## config.mk

```make
export PLATFORM = sky130hd
export DESIGN_NAME = fcr_top
export DESIGN_NICKNAME = d
export VERILOG_FILES = /design/src/shared/fcr_pkg.sv /design/src/rtl/fcr_axil_slave.sv /design/src/rtl/fcr_read_ws.sv /design/src/rtl/fcr_top.sv
export SDC_FILE = /design/constraint.sdc
export NUM_CORES = 1
export LEC_CHECK = 0
export BUFFER_PORTS_ARGS = -buffer_cell sky130_fd_sc_hd__clkbuf_2
export CAP_MARGIN = 20
export CORE_ASPECT_RATIO = 0.75
export CORE_MARGIN = 2
export CORE_UTILIZATION = 36
export DETAILED_ROUTE_END_ITERATION = 6
export PLACE_DENSITY = 0.67
export SETUP_SLACK_MARGIN = 0.1
export SLEW_MARGIN = 25
export SYNTH_ARGS = -nofsm -noshare
export SYNTH_HDL_FRONTEND = slang
export SYNTH_SLANG_ARGS = --single-unit
```

## constraint.sdc

```tcl
create_clock -name aclk -period 2.93 [get_ports aclk]
set_input_delay 0.293 -clock aclk [delete_from_list [all_inputs] [get_ports aclk]]
set_output_delay 0.293 -clock aclk [all_outputs]
set_load 0.005 [all_outputs]
```

## src/shared/fcr_pkg.sv

```systemverilog
package fcr_pkg;
	// ***************************************************
	// register map (byte addresses, 32-bit words)
	// ***************************************************
	localparam int FCR_AW = 8;
	localparam logic [7:0] ADDR_CFG = 8'h04;
	localparam logic [7:0] ADDR_CMD = 8'h08;
	localparam logic [7:0] ADDR_ISTS = 8'h0c;
	localparam logic [7:0] ADDR_IMSK = 8'h10;

	// configuration field positions and reset value
	localparam int CFG_IRQEN_BIT = 7;
	localparam int CFG_PEND_BIT = 5;
	localparam int CFG_SUPP_BIT = 4;
	localparam int CFG_WS_LSB = 2;
	localparam int CFG_FDF_BIT = 1;
	localparam int CFG_FSF_BIT = 0;
	localparam logic [7:0] CFG_RESET = 8'h00;

	// command/status word and interrupt event bits
	localparam int CMD_DONE_BIT = 7;
	localparam int CMD_ACK_BIT = 0;
	localparam int EV_CMD_DONE = 0;
	localparam int EV_SINGLE = 1;
	localparam int EV_DOUBLE = 2;
	localparam int EV_ERASE_DONE = 3;
	localparam int EV_N = 4;
	localparam logic [EV_N-1:0] IMSK_RESET = 4'h0;

	// wait-state codes and the maximum wait count
	localparam logic [1:0] WS_MAX = 2'h0;
	localparam logic [1:0] WS_OFF = 2'h3;
	localparam int WS_MAX_CYCLES = 1;
	localparam logic [1:0] SEC_UNSECURE = 2'h2;

	// axi responses
	localparam logic [1:0] RESP_OKAY = 2'h0;
	localparam logic [1:0] RESP_SLVERR = 2'h2;

	typedef enum logic [1:0] {ST_IDLE = 2'h0, ST_ERASE = 2'h1, ST_VERIFY = 2'h2,
		ST_PROG = 2'h3} fcr_state_t;
	typedef enum logic [1:0] {OP_NONE = 2'h0, OP_ERASE_ALL = 2'h1, OP_VERIFY = 2'h2,
		OP_PROG_SEC = 2'h3} fcr_op_t;

	// true for every mapped register word
	function automatic logic fcr_addr_hit(input logic [FCR_AW-1:0] a);
		return (a == ADDR_CFG) || (a == ADDR_CMD) || (a == ADDR_ISTS) || (a == ADDR_IMSK);
	endfunction : fcr_addr_hit
endpackage : fcr_pkg

```

## src/rtl/fcr_axil_slave.sv

```systemverilog
module fcr_axil_slave (
	input wire logic aclk,
	input wire logic aresetn,
	input wire logic [fcr_pkg::FCR_AW-1:0] s_axi_awaddr,
	input wire logic s_axi_awvalid,
	output logic s_axi_awready,
	input wire logic [31:0] s_axi_wdata,
	input wire logic [3:0] s_axi_wstrb,
	input wire logic s_axi_wvalid,
	output logic s_axi_wready,
	output logic [1:0] s_axi_bresp,
	output logic s_axi_bvalid,
	input wire logic s_axi_bready,
	input wire logic [fcr_pkg::FCR_AW-1:0] s_axi_araddr,
	input wire logic s_axi_arvalid,
	output logic s_axi_arready,
	output logic [31:0] s_axi_rdata,
	output logic [1:0] s_axi_rresp,
	output logic s_axi_rvalid,
	input wire logic s_axi_rready,
	output logic wr_stb,
	output logic [fcr_pkg::FCR_AW-1:0] wr_addr,
	output logic [31:0] wr_data,
	output logic [3:0] wr_strb,
	input wire logic [31:0] rd_data
);
	import fcr_pkg::*;

	logic aw_rdy_q, aw_rdy_d, w_rdy_q, w_rdy_d, ar_rdy_q, ar_rdy_d;
	logic bvalid_q, bvalid_d, rvalid_q, rvalid_d;
	logic [1:0] bresp_q, bresp_d, rresp_q, rresp_d;
	logic [FCR_AW-1:0] awaddr_q, awaddr_d;
	logic [31:0] wdata_q, wdata_d, rdata_q, rdata_d;
	logic [3:0] wstrb_q, wstrb_d;

	// a write is performed once both halves are held and no answer is pending
	assign wr_stb = !aw_rdy_q && !w_rdy_q && !bvalid_q;
	assign wr_addr = awaddr_q;
	assign wr_data = wdata_q;
	assign wr_strb = wstrb_q;

	// next-state of both channel pairs
	always_comb begin
		{aw_rdy_d, w_rdy_d, ar_rdy_d} = {aw_rdy_q, w_rdy_q, ar_rdy_q};
		{awaddr_d, wdata_d, wstrb_d} = {awaddr_q, wdata_q, wstrb_q};
		{bvalid_d, bresp_d, rvalid_d, rresp_d, rdata_d} =
			{bvalid_q, bresp_q, rvalid_q, rresp_q, rdata_q};
		if (s_axi_awvalid && aw_rdy_q) begin
			aw_rdy_d = 1'b0;
			awaddr_d = s_axi_awaddr;
		end
		if (s_axi_wvalid && w_rdy_q) begin
			w_rdy_d = 1'b0;
			wdata_d = s_axi_wdata;
			wstrb_d = s_axi_wstrb;
		end
		if (wr_stb) begin
			bvalid_d = 1'b1;
			bresp_d = fcr_addr_hit(awaddr_q) ? RESP_OKAY : RESP_SLVERR;
			aw_rdy_d = 1'b1;
			w_rdy_d = 1'b1;
		end
		if (bvalid_q && s_axi_bready) begin
			bvalid_d = 1'b0;
		end
		// read data are taken from the decode in the cycle the address is accepted
		if (s_axi_arvalid && ar_rdy_q) begin
			ar_rdy_d = 1'b0;
			rvalid_d = 1'b1;
			rdata_d = rd_data;
			rresp_d = fcr_addr_hit(s_axi_araddr) ? RESP_OKAY : RESP_SLVERR;
		end
		if (rvalid_q && s_axi_rready) begin
			rvalid_d = 1'b0;
			ar_rdy_d = 1'b1;
		end
	end

	always_ff @(posedge aclk) begin
		if (!aresetn) begin
			{aw_rdy_q, w_rdy_q, ar_rdy_q} <= 3'h7;
			{bvalid_q, rvalid_q} <= 2'h0;
			{bresp_q, rresp_q} <= 4'h0;
			awaddr_q <= '0;
			wdata_q <= 32'h0;
			wstrb_q <= 4'h0;
			rdata_q <= 32'h0;
		end else begin
			{aw_rdy_q, w_rdy_q, ar_rdy_q} <= {aw_rdy_d, w_rdy_d, ar_rdy_d};
			{bvalid_q, rvalid_q} <= {bvalid_d, rvalid_d};
			{bresp_q, rresp_q} <= {bresp_d, rresp_d};
			awaddr_q <= awaddr_d;
			wdata_q <= wdata_d;
			wstrb_q <= wstrb_d;
			rdata_q <= rdata_d;
		end
	end

	assign {s_axi_awready, s_axi_wready, s_axi_arready} = {aw_rdy_q, w_rdy_q, ar_rdy_q};
	assign {s_axi_bvalid, s_axi_bresp} = {bvalid_q, bresp_q};
	assign {s_axi_rvalid, s_axi_rresp, s_axi_rdata} = {rvalid_q, rresp_q, rdata_q};
endmodule : fcr_axil_slave

```

## src/rtl/fcr_read_ws.sv

```systemverilog
module fcr_read_ws #(
	parameter int MAX_WAIT = fcr_pkg::WS_MAX_CYCLES
) (
	input wire logic aclk,
	input wire logic aresetn,
	input wire logic [1:0] ws_code,
	input wire logic ws_write,
	input wire logic rd_start,
	input wire logic ecc_single,
	input wire logic ecc_double,
	input wire logic suppress_single_fault,
	input wire logic force_single_fault,
	input wire logic force_double_fault,
	output logic rd_done,
	output logic wait_switch_ack,
	output logic single_rep,
	output logic double_rep
);
	import fcr_pkg::*;

	if (MAX_WAIT < 1 || MAX_WAIT > 15) begin : g_chk
		$error("MAX_WAIT must lie in 1..15");
	end

	logic busy_q, busy_d, pend_q, pend_d, done_q, done_d, sf_q, sf_d, df_q, df_d;
	logic [3:0] cnt_q, cnt_d;
	logic [1:0] act_q, act_d;

	// reads run on the adopted code; a new code is adopted only between reads
	always_comb begin
		{busy_d, cnt_d, act_d, pend_d} = {busy_q, cnt_q, act_q, pend_q};
		{done_d, sf_d, df_d} = 3'h0;
		if (!busy_q && rd_start) begin
			busy_d = 1'b1;
			cnt_d = (act_q == WS_OFF) ? 4'h0 : 4'(MAX_WAIT);
		end else if (busy_q && cnt_q != 4'h0) begin
			cnt_d = cnt_q - 4'h1;
		end else if (busy_q) begin
			busy_d = 1'b0;
			done_d = 1'b1;
			sf_d = (ecc_single || force_single_fault) && !suppress_single_fault;
			df_d = ecc_double || force_double_fault;
		end else if (pend_q) begin
			act_d = ws_code;
			pend_d = 1'b0;
		end
		if (ws_write) begin
			pend_d = 1'b1;
		end
	end

	always_ff @(posedge aclk) begin
		if (!aresetn) begin
			{busy_q, pend_q, done_q, sf_q, df_q} <= 5'h0;
			cnt_q <= 4'h0;
			act_q <= WS_MAX;
		end else begin
			{busy_q, pend_q, done_q, sf_q, df_q} <= {busy_d, pend_d, done_d, sf_d, df_d};
			cnt_q <= cnt_d;
			act_q <= act_d;
		end
	end

	assign {rd_done, single_rep, double_rep} = {done_q, sf_q, df_q};
	assign wait_switch_ack = !pend_q;
endmodule : fcr_read_ws

```

## src/rtl/fcr_top.sv

```systemverilog
module fcr_top #(
	parameter int MAX_WAIT = fcr_pkg::WS_MAX_CYCLES
) (
	input wire logic aclk,
	input wire logic aresetn,
	input wire logic [fcr_pkg::FCR_AW-1:0] s_axi_awaddr,
	input wire logic s_axi_awvalid,
	output logic s_axi_awready,
	input wire logic [31:0] s_axi_wdata,
	input wire logic [3:0] s_axi_wstrb,
	input wire logic s_axi_wvalid,
	output logic s_axi_wready,
	output logic [1:0] s_axi_bresp,
	output logic s_axi_bvalid,
	input wire logic s_axi_bready,
	input wire logic [fcr_pkg::FCR_AW-1:0] s_axi_araddr,
	input wire logic s_axi_arvalid,
	output logic s_axi_arready,
	output logic [31:0] s_axi_rdata,
	output logic [1:0] s_axi_rresp,
	output logic s_axi_rvalid,
	input wire logic s_axi_rready,
	input wire logic cmd_done_flag,
	input wire logic erase_all_req,
	input wire logic mc_step_done,
	input wire logic rd_start,
	input wire logic ecc_single,
	input wire logic ecc_double,
	input wire logic single_fault_irq_enable,
	output logic irq,
	output logic cmd_launch,
	output logic mc_op_start,
	output fcr_pkg::fcr_op_t mc_op_code,
	output logic sec_force_unsecure,
	output logic rd_done,
	output logic single_fault_set,
	output logic double_fault_set
);
	import fcr_pkg::*;

	// ***************************************************
	// bus slave and read path
	// ***************************************************
	logic wr_stb;
	logic [FCR_AW-1:0] wr_addr;
	logic [31:0] wr_data, rd_data;
	logic [3:0] wr_strb;
	logic wait_switch_ack;

	fcr_axil_slave u_bus (
		.aclk(aclk),
		.aresetn(aresetn),
		.s_axi_awaddr(s_axi_awaddr),
		.s_axi_awvalid(s_axi_awvalid),
		.s_axi_awready(s_axi_awready),
		.s_axi_wdata(s_axi_wdata),
		.s_axi_wstrb(s_axi_wstrb),
		.s_axi_wvalid(s_axi_wvalid),
		.s_axi_wready(s_axi_wready),
		.s_axi_bresp(s_axi_bresp),
		.s_axi_bvalid(s_axi_bvalid),
		.s_axi_bready(s_axi_bready),
		.s_axi_araddr(s_axi_araddr),
		.s_axi_arvalid(s_axi_arvalid),
		.s_axi_arready(s_axi_arready),
		.s_axi_rdata(s_axi_rdata),
		.s_axi_rresp(s_axi_rresp),
		.s_axi_rvalid(s_axi_rvalid),
		.s_axi_rready(s_axi_rready),
		.wr_stb(wr_stb),
		.wr_addr(wr_addr),
		.wr_data(wr_data),
		.wr_strb(wr_strb),
		.rd_data(rd_data)
	);

	// configuration fields
	logic irq_en_q, irq_en_d, supp_q, supp_d, fdf_q, fdf_d, fsf_q, fsf_d;
	logic [1:0] ws_q, ws_d;
	logic ws_wr;

	fcr_read_ws #(
		.MAX_WAIT(MAX_WAIT)
	) u_rd (
		.aclk(aclk),
		.aresetn(aresetn),
		.ws_code(ws_q),
		.ws_write(ws_wr),
		.rd_start(rd_start),
		.ecc_single(ecc_single),
		.ecc_double(ecc_double),
		.suppress_single_fault(supp_q),
		.force_single_fault(fsf_q),
		.force_double_fault(fdf_q),
		.rd_done(rd_done),
		.wait_switch_ack(wait_switch_ack),
		.single_rep(single_fault_set),
		.double_rep(double_fault_set)
	);

	// ***************************************************
	// configuration register
	// ***************************************************
	logic wr_cfg, wr_cmd, wr_ists, wr_imsk;

	// only byte lane 0 carries register bits; upper lanes are ignored
	assign wr_cfg = wr_stb && wr_strb[0] && wr_addr == ADDR_CFG;
	assign wr_cmd = wr_stb && wr_strb[0] && wr_addr == ADDR_CMD;
	assign wr_ists = wr_stb && wr_strb[0] && wr_addr == ADDR_ISTS;
	assign wr_imsk = wr_stb && wr_strb[0] && wr_addr == ADDR_IMSK;
	// a wait-state write during a running command is dropped entirely
	assign ws_wr = wr_cfg && cmd_done_flag;

	// next values of the writable fields; bit 6 and bit 5 take no write data
	always_comb begin
		{irq_en_d, supp_d, ws_d, fdf_d, fsf_d} = {irq_en_q, supp_q, ws_q, fdf_q, fsf_q};
		if (wr_cfg) begin
			irq_en_d = wr_data[CFG_IRQEN_BIT];
			supp_d = wr_data[CFG_SUPP_BIT];
			fdf_d = wr_data[CFG_FDF_BIT];
			fsf_d = wr_data[CFG_FSF_BIT];
		end
		if (ws_wr) begin
			ws_d = wr_data[CFG_WS_LSB +: 2];
		end
	end

	always_ff @(posedge aclk) begin
		if (!aresetn) begin
			irq_en_q <= CFG_RESET[CFG_IRQEN_BIT];
			supp_q <= CFG_RESET[CFG_SUPP_BIT];
			ws_q <= CFG_RESET[CFG_WS_LSB +: 2];
			fdf_q <= CFG_RESET[CFG_FDF_BIT];
			fsf_q <= CFG_RESET[CFG_FSF_BIT];
		end else begin
			{irq_en_q, supp_q, ws_q, fdf_q, fsf_q} <= {irq_en_d, supp_d, ws_d, fdf_d, fsf_d};
		end
	end

	// ***************************************************
	// erase-all sequencer
	// ***************************************************
	fcr_state_t st_q, st_d;
	fcr_op_t op_q, op_d;
	logic pend_q, pend_d, start_q, start_d, unsec_q, unsec_d, er_prev_q, er_done;

	// the request input is edge-sensed so a held request runs only once
	always_comb begin
		st_d = st_q;
		op_d = op_q;
		pend_d = pend_q;
		start_d = 1'b0;
		unsec_d = 1'b0;
		er_done = 1'b0;
		case (st_q)
			ST_IDLE: begin
				if (erase_all_req && !er_prev_q && cmd_done_flag) begin
					pend_d = 1'b1;
					st_d = ST_ERASE;
					op_d = OP_ERASE_ALL;
					start_d = 1'b1;
				end
			end
			ST_ERASE: begin
				if (mc_step_done) begin
					st_d = ST_VERIFY;
					op_d = OP_VERIFY;
					start_d = 1'b1;
				end
			end
			ST_VERIFY: begin
				if (mc_step_done) begin
					st_d = ST_PROG;
					op_d = OP_PROG_SEC;
					start_d = 1'b1;
				end
			end
			ST_PROG: begin
				if (mc_step_done) begin
					st_d = ST_IDLE;
					op_d = OP_NONE;
					unsec_d = 1'b1;
					pend_d = 1'b0;
					er_done = 1'b1;
				end
			end
			default: begin
				st_d = ST_IDLE;
				op_d = OP_NONE;
			end
		endcase
	end

	always_ff @(posedge aclk) begin
		if (!aresetn) begin
			st_q <= ST_IDLE;
			op_q <= OP_NONE;
			{pend_q, start_q, unsec_q, er_prev_q} <= 4'h0;
		end else begin
			st_q <= st_d;
			op_q <= op_d;
			{pend_q, start_q, unsec_q, er_prev_q} <= {pend_d, start_d, unsec_d, erase_all_req};
		end
	end

	assign mc_op_start = start_q;
	assign mc_op_code = op_q;
	assign sec_force_unsecure = unsec_q;

	// ***************************************************
	// command launch and interrupts
	// ***************************************************
	logic launch_q, launch_d, done_prev_q, irq_q, irq_d;
	logic [EV_N-1:0] sts_q, sts_d, msk_q, msk_d, ev, gate;

	// launch only from the idle state; a one while busy has no effect
	assign launch_d = wr_cmd && wr_data[CMD_DONE_BIT] && cmd_done_flag;

	// events; the single-fault event is already filtered by the suppress bit
	assign ev[EV_CMD_DONE] = cmd_done_flag && !done_prev_q;
	assign ev[EV_SINGLE] = single_fault_set;
	assign ev[EV_DOUBLE] = double_fault_set;
	assign ev[EV_ERASE_DONE] = er_done;
	assign gate = {2'h3, single_fault_irq_enable, 1'b1};

	// sticky bits: write one clears, a same-cycle event wins
	always_comb begin
		sts_d = sts_q;
		msk_d = msk_q;
		if (wr_ists) begin
			sts_d = sts_q & ~wr_data[EV_N-1:0];
		end
		sts_d = sts_d | ev;
		if (wr_imsk) begin
			msk_d = wr_data[EV_N-1:0];
		end
		irq_d = (irq_en_q && cmd_done_flag) || |(sts_q & msk_q & gate);
	end

	always_ff @(posedge aclk) begin
		if (!aresetn) begin
			sts_q <= '0;
			msk_q <= IMSK_RESET;
			{launch_q, done_prev_q, irq_q} <= 3'h0;
		end else begin
			sts_q <= sts_d;
			msk_q <= msk_d;
			{launch_q, done_prev_q, irq_q} <= {launch_d, cmd_done_flag, irq_d};
		end
	end

	assign cmd_launch = launch_q;
	assign irq = irq_q;

	// ***************************************************
	// read decode
	// ***************************************************
	// bit 6 and all bits above the byte stay zero
	always_comb begin
		rd_data = 32'h0;
		case (s_axi_araddr)
			ADDR_CFG: begin
				rd_data[CFG_IRQEN_BIT] = irq_en_q;
				rd_data[CFG_PEND_BIT] = pend_q;
				rd_data[CFG_SUPP_BIT] = supp_q;
				rd_data[CFG_WS_LSB +: 2] = ws_q;
				rd_data[CFG_FDF_BIT] = fdf_q;
				rd_data[CFG_FSF_BIT] = fsf_q;
			end
			ADDR_CMD: begin
				rd_data[CMD_DONE_BIT] = cmd_done_flag;
				rd_data[CMD_ACK_BIT] = wait_switch_ack;
			end
			ADDR_ISTS: rd_data[EV_N-1:0] = sts_q;
			ADDR_IMSK: rd_data[EV_N-1:0] = msk_q;
			default: rd_data = 32'h0;
		endcase
	end
endmodule : fcr_top

```

# Word level (Yosys, flattened, before mapping)
# Cells that the tools add are included.
[classes]
addsub = 1
multipliers = 0
div = 0
magnitude_cmp = 0
eq_ne = 20
shift = 0
mux = 29
n_bitwise = 9
n_reduce_logical = 54
[op_table]
columns = ["op", "n"]
rows = [
  ["== test 8 x 4 -> 1 bit (second input constant)", 4],
  ["logical AND 1 bit", 22],
  ["== test 8 x 3 -> 1 bit (second input constant)", 2],
  ["== test 8 x 5 -> 1 bit (second input constant)", 2],
  ["2-to-1 mux 2 bit", 7],
  ["2-to-1 mux 1 bit", 13],
  ["bitwise AND 4 bit", 3],
  ["2-to-1 mux 4 bit", 3],
  ["logical OR 1 bit", 9],
  ["one-hot mux 3 bit (3 select lines)", 1],
  ["zero test 1 bit", 8],
  ["!= test 2 x 1 -> 1 bit (second input constant)", 4],
  ["!= test 2 bit (second input constant)", 4],
  ["one-hot mux 2 bit (4 select lines)", 1],
  ["AND reduction 4 bit", 2],
  ["OR reduction 2 bit", 4],
  ["OR reduction 4 bit", 2],
  ["== test 2 bit (second input constant)", 3],
  ["one-hot mux 1 bit (2 select lines)", 3],
  ["AND reduction 3 bit", 2],
  ["NOT 1 bit", 4],
  ["NOT 4 bit", 1],
  ["bitwise OR 4 bit", 1],
  ["one-hot mux 1 bit (4 select lines)", 1],
  ["6 further kinds", 7],
]
[word_totals]
regBits = 67
latch_bits = 0
ramBits = 0
mem_bits_ro = 0
output_inout_bits = 50
mem_count = 0

# Logic depth before layout (Yosys ltp)
[logic_depth]
depth_word = 8
mapped_depth = 5
ltp_nobuf = 5

# Hierarchy
# Synthesis repeated with hierarchy kept, for this count alone.
[hier_totals]
hier_cells = 552
hier_area_um2 = 4872.2
[modules_own_cells]
columns = ["mod", "n_inst", "cells_each", "area_each_um2", "seq_area_each_um2"]
rows = [
  ["fcr_axil_slave", 1, 369, 3185.6, 1661.6],
  ["fcr_top", 1, 130, 1192.4, 460.4],
  ["fcr_read_ws", 1, 53, 494.2, 220.2],
]

# Worst setup path before layout
# Ideal clock, no wire load.
[synth_path]
path_kind = "register -> register"
from = "register u_bus.awaddr_q[1], in the netlist u_bus.wr_addr[1]"
to = "register sts_q[1]"
setup_time_ns = 0.130
t_arrival_ns = 1.272
required_ns = 2.800
path_slack_ns = 1.528
stages_incl_launch_ff = 4
synth_period_minus_slack_ns = 1.402
cell_sequence = "dfxtp_1 or4_4 nor4_2 a31oi_1"
[synth_via]
elab_chain_len = 4
[synth_rtl]
columns = ["element", "line_no", "source"]
rows = [
  ["start, declared", "fcr_axil_slave.sv:32", "logic [FCR_AW-1:0] awaddr_q, awaddr_d;"],
  ["start signal, assigned", "fcr_axil_slave.sv:92", "awaddr_q <= awaddr_d;"],
  ["== test 8 x 4 -> 1 bit", "fcr_top.sv:109", "assign wr_ists = wr_stb && wr_strb[0] && wr_addr == ADDR_ISTS;"],
  ["logical AND 1 bit", "fcr_top.sv:109", ""],
  ["2-to-1 mux 4 bit", "fcr_top.sv:230", "if (wr_ists) begin"],
  ["bitwise OR 4 bit", "fcr_top.sv:233", "sts_d = sts_d | ev;"],
  ["end signal, assigned", "fcr_top.sv:246", "sts_q <= sts_d;"],
  ["end, declared", "fcr_top.sv:214", "logic [EV_N-1:0] sts_q, sts_d, msk_q, msk_d, ev, gate;"],
]
# No other way between the ends.
# A chain may end at the register's enable or synchronous reset.

# Worst setup path after layout
[layout_path]
from = "register u_rd.cnt_q[0]"
to = "register u_rd.sf_q, in the netlist u_rd.single_rep"
[layout_via]
elab_chain_len = 3
[layout_rtl]
columns = ["element", "line_no", "source"]
rows = [
  ["start, declared", "fcr_read_ws.sv:26", "logic [3:0] cnt_q, cnt_d;"],
  ["start signal, assigned", "fcr_read_ws.sv:59", "cnt_q <= cnt_d;"],
  ["nonzero test 4 bit", "fcr_read_ws.sv:36", "end else if (busy_q && cnt_q != 4'h0) begin"],
  ["logical AND 1 bit", "fcr_read_ws.sv:36", ""],
  ["OR reduction 4 bit (no line)", "--", ""],
  ["end signal, assigned", "fcr_read_ws.sv:58", "{busy_q, pend_q, done_q, sf_q, df_q} <= {busy_d, pend_d, done_d, sf_d, df_d};"],
  ["end, declared", "fcr_read_ws.sv:25", "logic busy_q, busy_d, pend_q, pend_d, done_q, done_d, sf_q, sf_d, df_q, df_d;"],
]
# No other way between the ends.

==> summary.txt <==
Status
  • Status: completed

Synth
  • Avg Inst Size Synth: 8.77 µm²
  • Seq/Total Area, Yosys: 43.3%
  • Most used DFF post-synth: dfxtp_1
  • Number of synthesized flops with an enable pin: 0
  • Synth cell types: 48
  • Yosys warnings: 0
  • #FFs+latches synth: 63
  • Post-Synthesis Cells: 332
  • Mapped cell area: 0.00291 mm²
  • Ys async rst share: 0%

Routing
  • Routed wire per std cell: 12.7 µm
  • DR pass1 iterations: 4
  • Post-route ant nets: 0
  • Routed wire length: 6300 µm
  • Routed vias/inst: 4.87
  • Initial DRC Count: 103
  • # DRC: 0
  • Via count: 2423

STA
  • Post-layout minimum cycle time: 1.80 ns
  • RSZ-0062 raised after global routing: no
  • Max transition margin: 39.0%
  • Final setup fails: 0
  • Fin. max-slew vios: 0
  • Final period util: 61.6%
  • Fin Setup TNS: 0 ns
  • Fin. Hold Viols: 0
  • Worst Skew: 0.00982 ns
  • WHS: 0.167 ns
  • Worst-Margin Slew: 0.907 ns
  • Max Fclk: 554 MHz

Power and ir drop
  • Clock power frac: 34.8%
  • Net load switching power: 0.563 mW
  • Max VDD drop: 0.000189 V
  • Leak: 1.41 nW
  • Total Power: 1.97 mW
  • Cell Pwr Density: 585 mW/mm²
  • Sw Ratio: 28.5%
  • Combinational power share: 16.0%
  • Sequential group share of total power: 49.2%
  • Cell internal pwr: 1.41 mW

Finish
  • Antenna cells: 0
  • Layout area overhead: 15.9%
  • Fill cell count: 826
  • Ratio of cells with drive above 1 in the final layout: 21.6%
  • Layout Cells excl Fill: 498
  • Layout net count: 460
  • Final instance area: 0.00338 mm²

Worst hold path
  • Worst hold stages: 3
  • Hold Crit Class: in -> reg

Global routing
  • First-pass GRT wire length: 10400 µm
  • Grt ovf: 0
  • Number of global-route vias before repair: 2286
  • Largest net degree at the start of global routing: 40
  • Gr usage total: 15.2%
  • Initial antenna violation count: 0

Placement
  • DP Area: 0.00319 mm²
  • Dpl cells: 482
  • Placer congestion estimate: 0.756
  • IO Port Bufs: 59
  • Post-detail-place hpwl: 4750 µm

Clock tree
  • Root buffer cell: clkbuf_8
  • Cts hold-fix bufs: 0
  • CTS max path bufs: 2
  • Clk slew on worst S/H paths: 0.07 ns
  • Post-CTS Resized: 0
  • CTS tree: done
  • Num CTS Buffers: 9
  • Clock sinks: 63
  • Post-CTS Setup Inserts: 0
  • Clk_lat worst skew: 0.34 ns
  • CTS H-tree lvls: 3

Floorplan
  • Placeable Area: 0.00788 mm²
  • Die area: 0.00883 mm²
  • Starting Density: 37.0%
  • Die Wd: 108 µm
  • IO Pins: 116
  • # rows: 28
  • Die Ht: 81.9 µm

Setup path
  • Critical path peak fanout: 5
  • R2R setup slack: 1.13 ns
  • Worst r2r path cells: 5
  • Critical path class: reg -> reg
  • CP startpoint: u_rd.cnt_q[0]
  • WP data arrival: 2.06 ns
  • End of the critical path: u_rd.single_rep
  • Worst r2r src: u_rd.cnt_q[0]
  • Worst endpoint required time: 3.19 ns
  • Worst setup EP type: flop
  • Reg2reg end: u_rd.single_rep
  • Startpoint type of the worst setup path: flop

Job
  • Maximum Capacitance Violations: 0
==> layout make-up <==
| class | instances | area, µm² | share of cell area, % |
|---|---|---|---|
| Clock buffer | 12 | 155 | 4.60 |
| Clock inverter | 4 | 30.0 | 0.890 |
| Inverter | 12 | 45.0 | 1.33 |
| Multi-Input combinational cell | 241 | 1440 | 42.7 |
| Sequential cell | 63 | 1260 | 37.4 |
| Tap cell | 105 | 131 | 3.89 |
| Timing Repair Buffer | 61 | 310 | 9.19 |
==> stage by stage <==
step	util [%]	worst slack (ns)
after global routing	42.8	0.989
after floorplan	-	1.53
final	42.8	1.13
after detailed placement	40.5	1.17
after global placement	40.5	1.19
after CTS	42.8	1.16
==> power groups by stage <==
stage,Sequential [mW],Combinational (mW),Clock [mW]
3_5_place_dp,0.992,0.317,0
6_report,0.972,0.317,0.686
5_1_grt,0.981,0.358,0.754
4_1_cts,0.972,0.318,0.713
3_3_place_gp,0.989,0.307,0
2_1_floorplan,0.971,0.253,0
==> worst max-delay path, cell delays in order, from the launching register on <==
cell and delay [ns]:
dfxtp_1 0.33, inv_1 0.12, ha_1 0.18, nor3b_1 0.57
nand3_1 0.29, nor3_1 0.24
==> cells in the mapped netlist, types with 5 or more instances <==
master | n | area share [%]
clkbuf_1 | 10 | 1.3
inv_1 | 12 | 1.5
mux2i_1 | 15 | 5.2
a22oi_1 | 6 | 1.5
nor2b_1 | 5 | 1.1
nor2_1 | 13 | 1.7
nor3_1 | 5 | 0.86
nand2_1 | 42 | 5.4
buf_4 | 27 | 7.0
ha_1 | 6 | 2.6
mux2_2 | 5 | 1.9
o21ai_0 | 12 | 2.1
nand3_1 | 26 | 4.5
dfxtp_1 | 63 | 43
a21oi_1 | 24 | 4.1
==> worst min path at each step <==
stage / start / end / slack, ns
2_1_floorplan: ecc_double / u_rd.double_rep / 0.41
3_3_place_gp: u_bus.s_axi_rdata[7] / u_bus.s_axi_rdata[7] / 0.45
3_5_place_dp: u_bus.s_axi_rdata[5] / u_bus.s_axi_rdata[5] / 0.45
4_1_cts: ecc_double / u_rd.double_rep / 0.15
5_1_grt: s_axi_awaddr[0] / u_bus.wr_addr[0] / 0.16
6_report: ecc_double / u_rd.double_rep / 0.17
==> cell usage in the layout (no fill, tap or decap), drive strengths merged, types with 4 or more instances in the layout <==
master	n
and3b	4
mux2	5
nor3b	4
nand2	42
and2	4
nor3	5
nand2b	4
a31oi	4
o21ai	12
clkbuf	71
conb	27
dfxtp	63
nor4	5
a22oi	6
nor2	13
nand3	26
inv	12
nor2b	5
ha	6
mux2i	15
a21oi	24
==> flip-flops by register name, summed over array words and instances (netlist names), 2 cells and up <==
name,count
msk_q,4
ws_q,2
mc_op_code,2
u_bus.s_axi_rdata,7
u_rd.cnt_q,4
u_bus.wr_data,6
u_bus.wr_addr,8
sts_q,4
u_rd.act_q,2
==> metal layers <==
| layer | part of all wire, % | vias up | GRT usage, % |
|---|---|---|---|
| met5 | 0 | - | 0 |
| met4 | 0.73 | 0 | 5.64 |
| li1 | - | 1229 | - |
| met1 | 47 | 1115 | 18.9 |
| met3 | 6.9 | 7 | 5.71 |
| met2 | 45 | 72 | 24.2 |
==> kinds of logic (layout without fill, tap and decap cells) <==
| logic type | after synthesis | count (layout) | share of synthesized area (%) |
|---|---|---|---|
| AOI/OAI and AO/OA | 57 | 57 | 11.8 |
| and+or+nand+nor | 128 | 128 | 23.7 |
| other | 1 | 27 | 0.129 |
| buffers and inverters | 54 | 89 | 10.5 |
| DFF | 63 | 63 | 43.3 |
| xor gates and xnor gates | 3 | 3 | 0.902 |
| muxes | 20 | 20 | 7.09 |
| adders and majority gates | 6 | 6 | 2.58 |
Note: power is estimated with default switching activity, not from simulation.
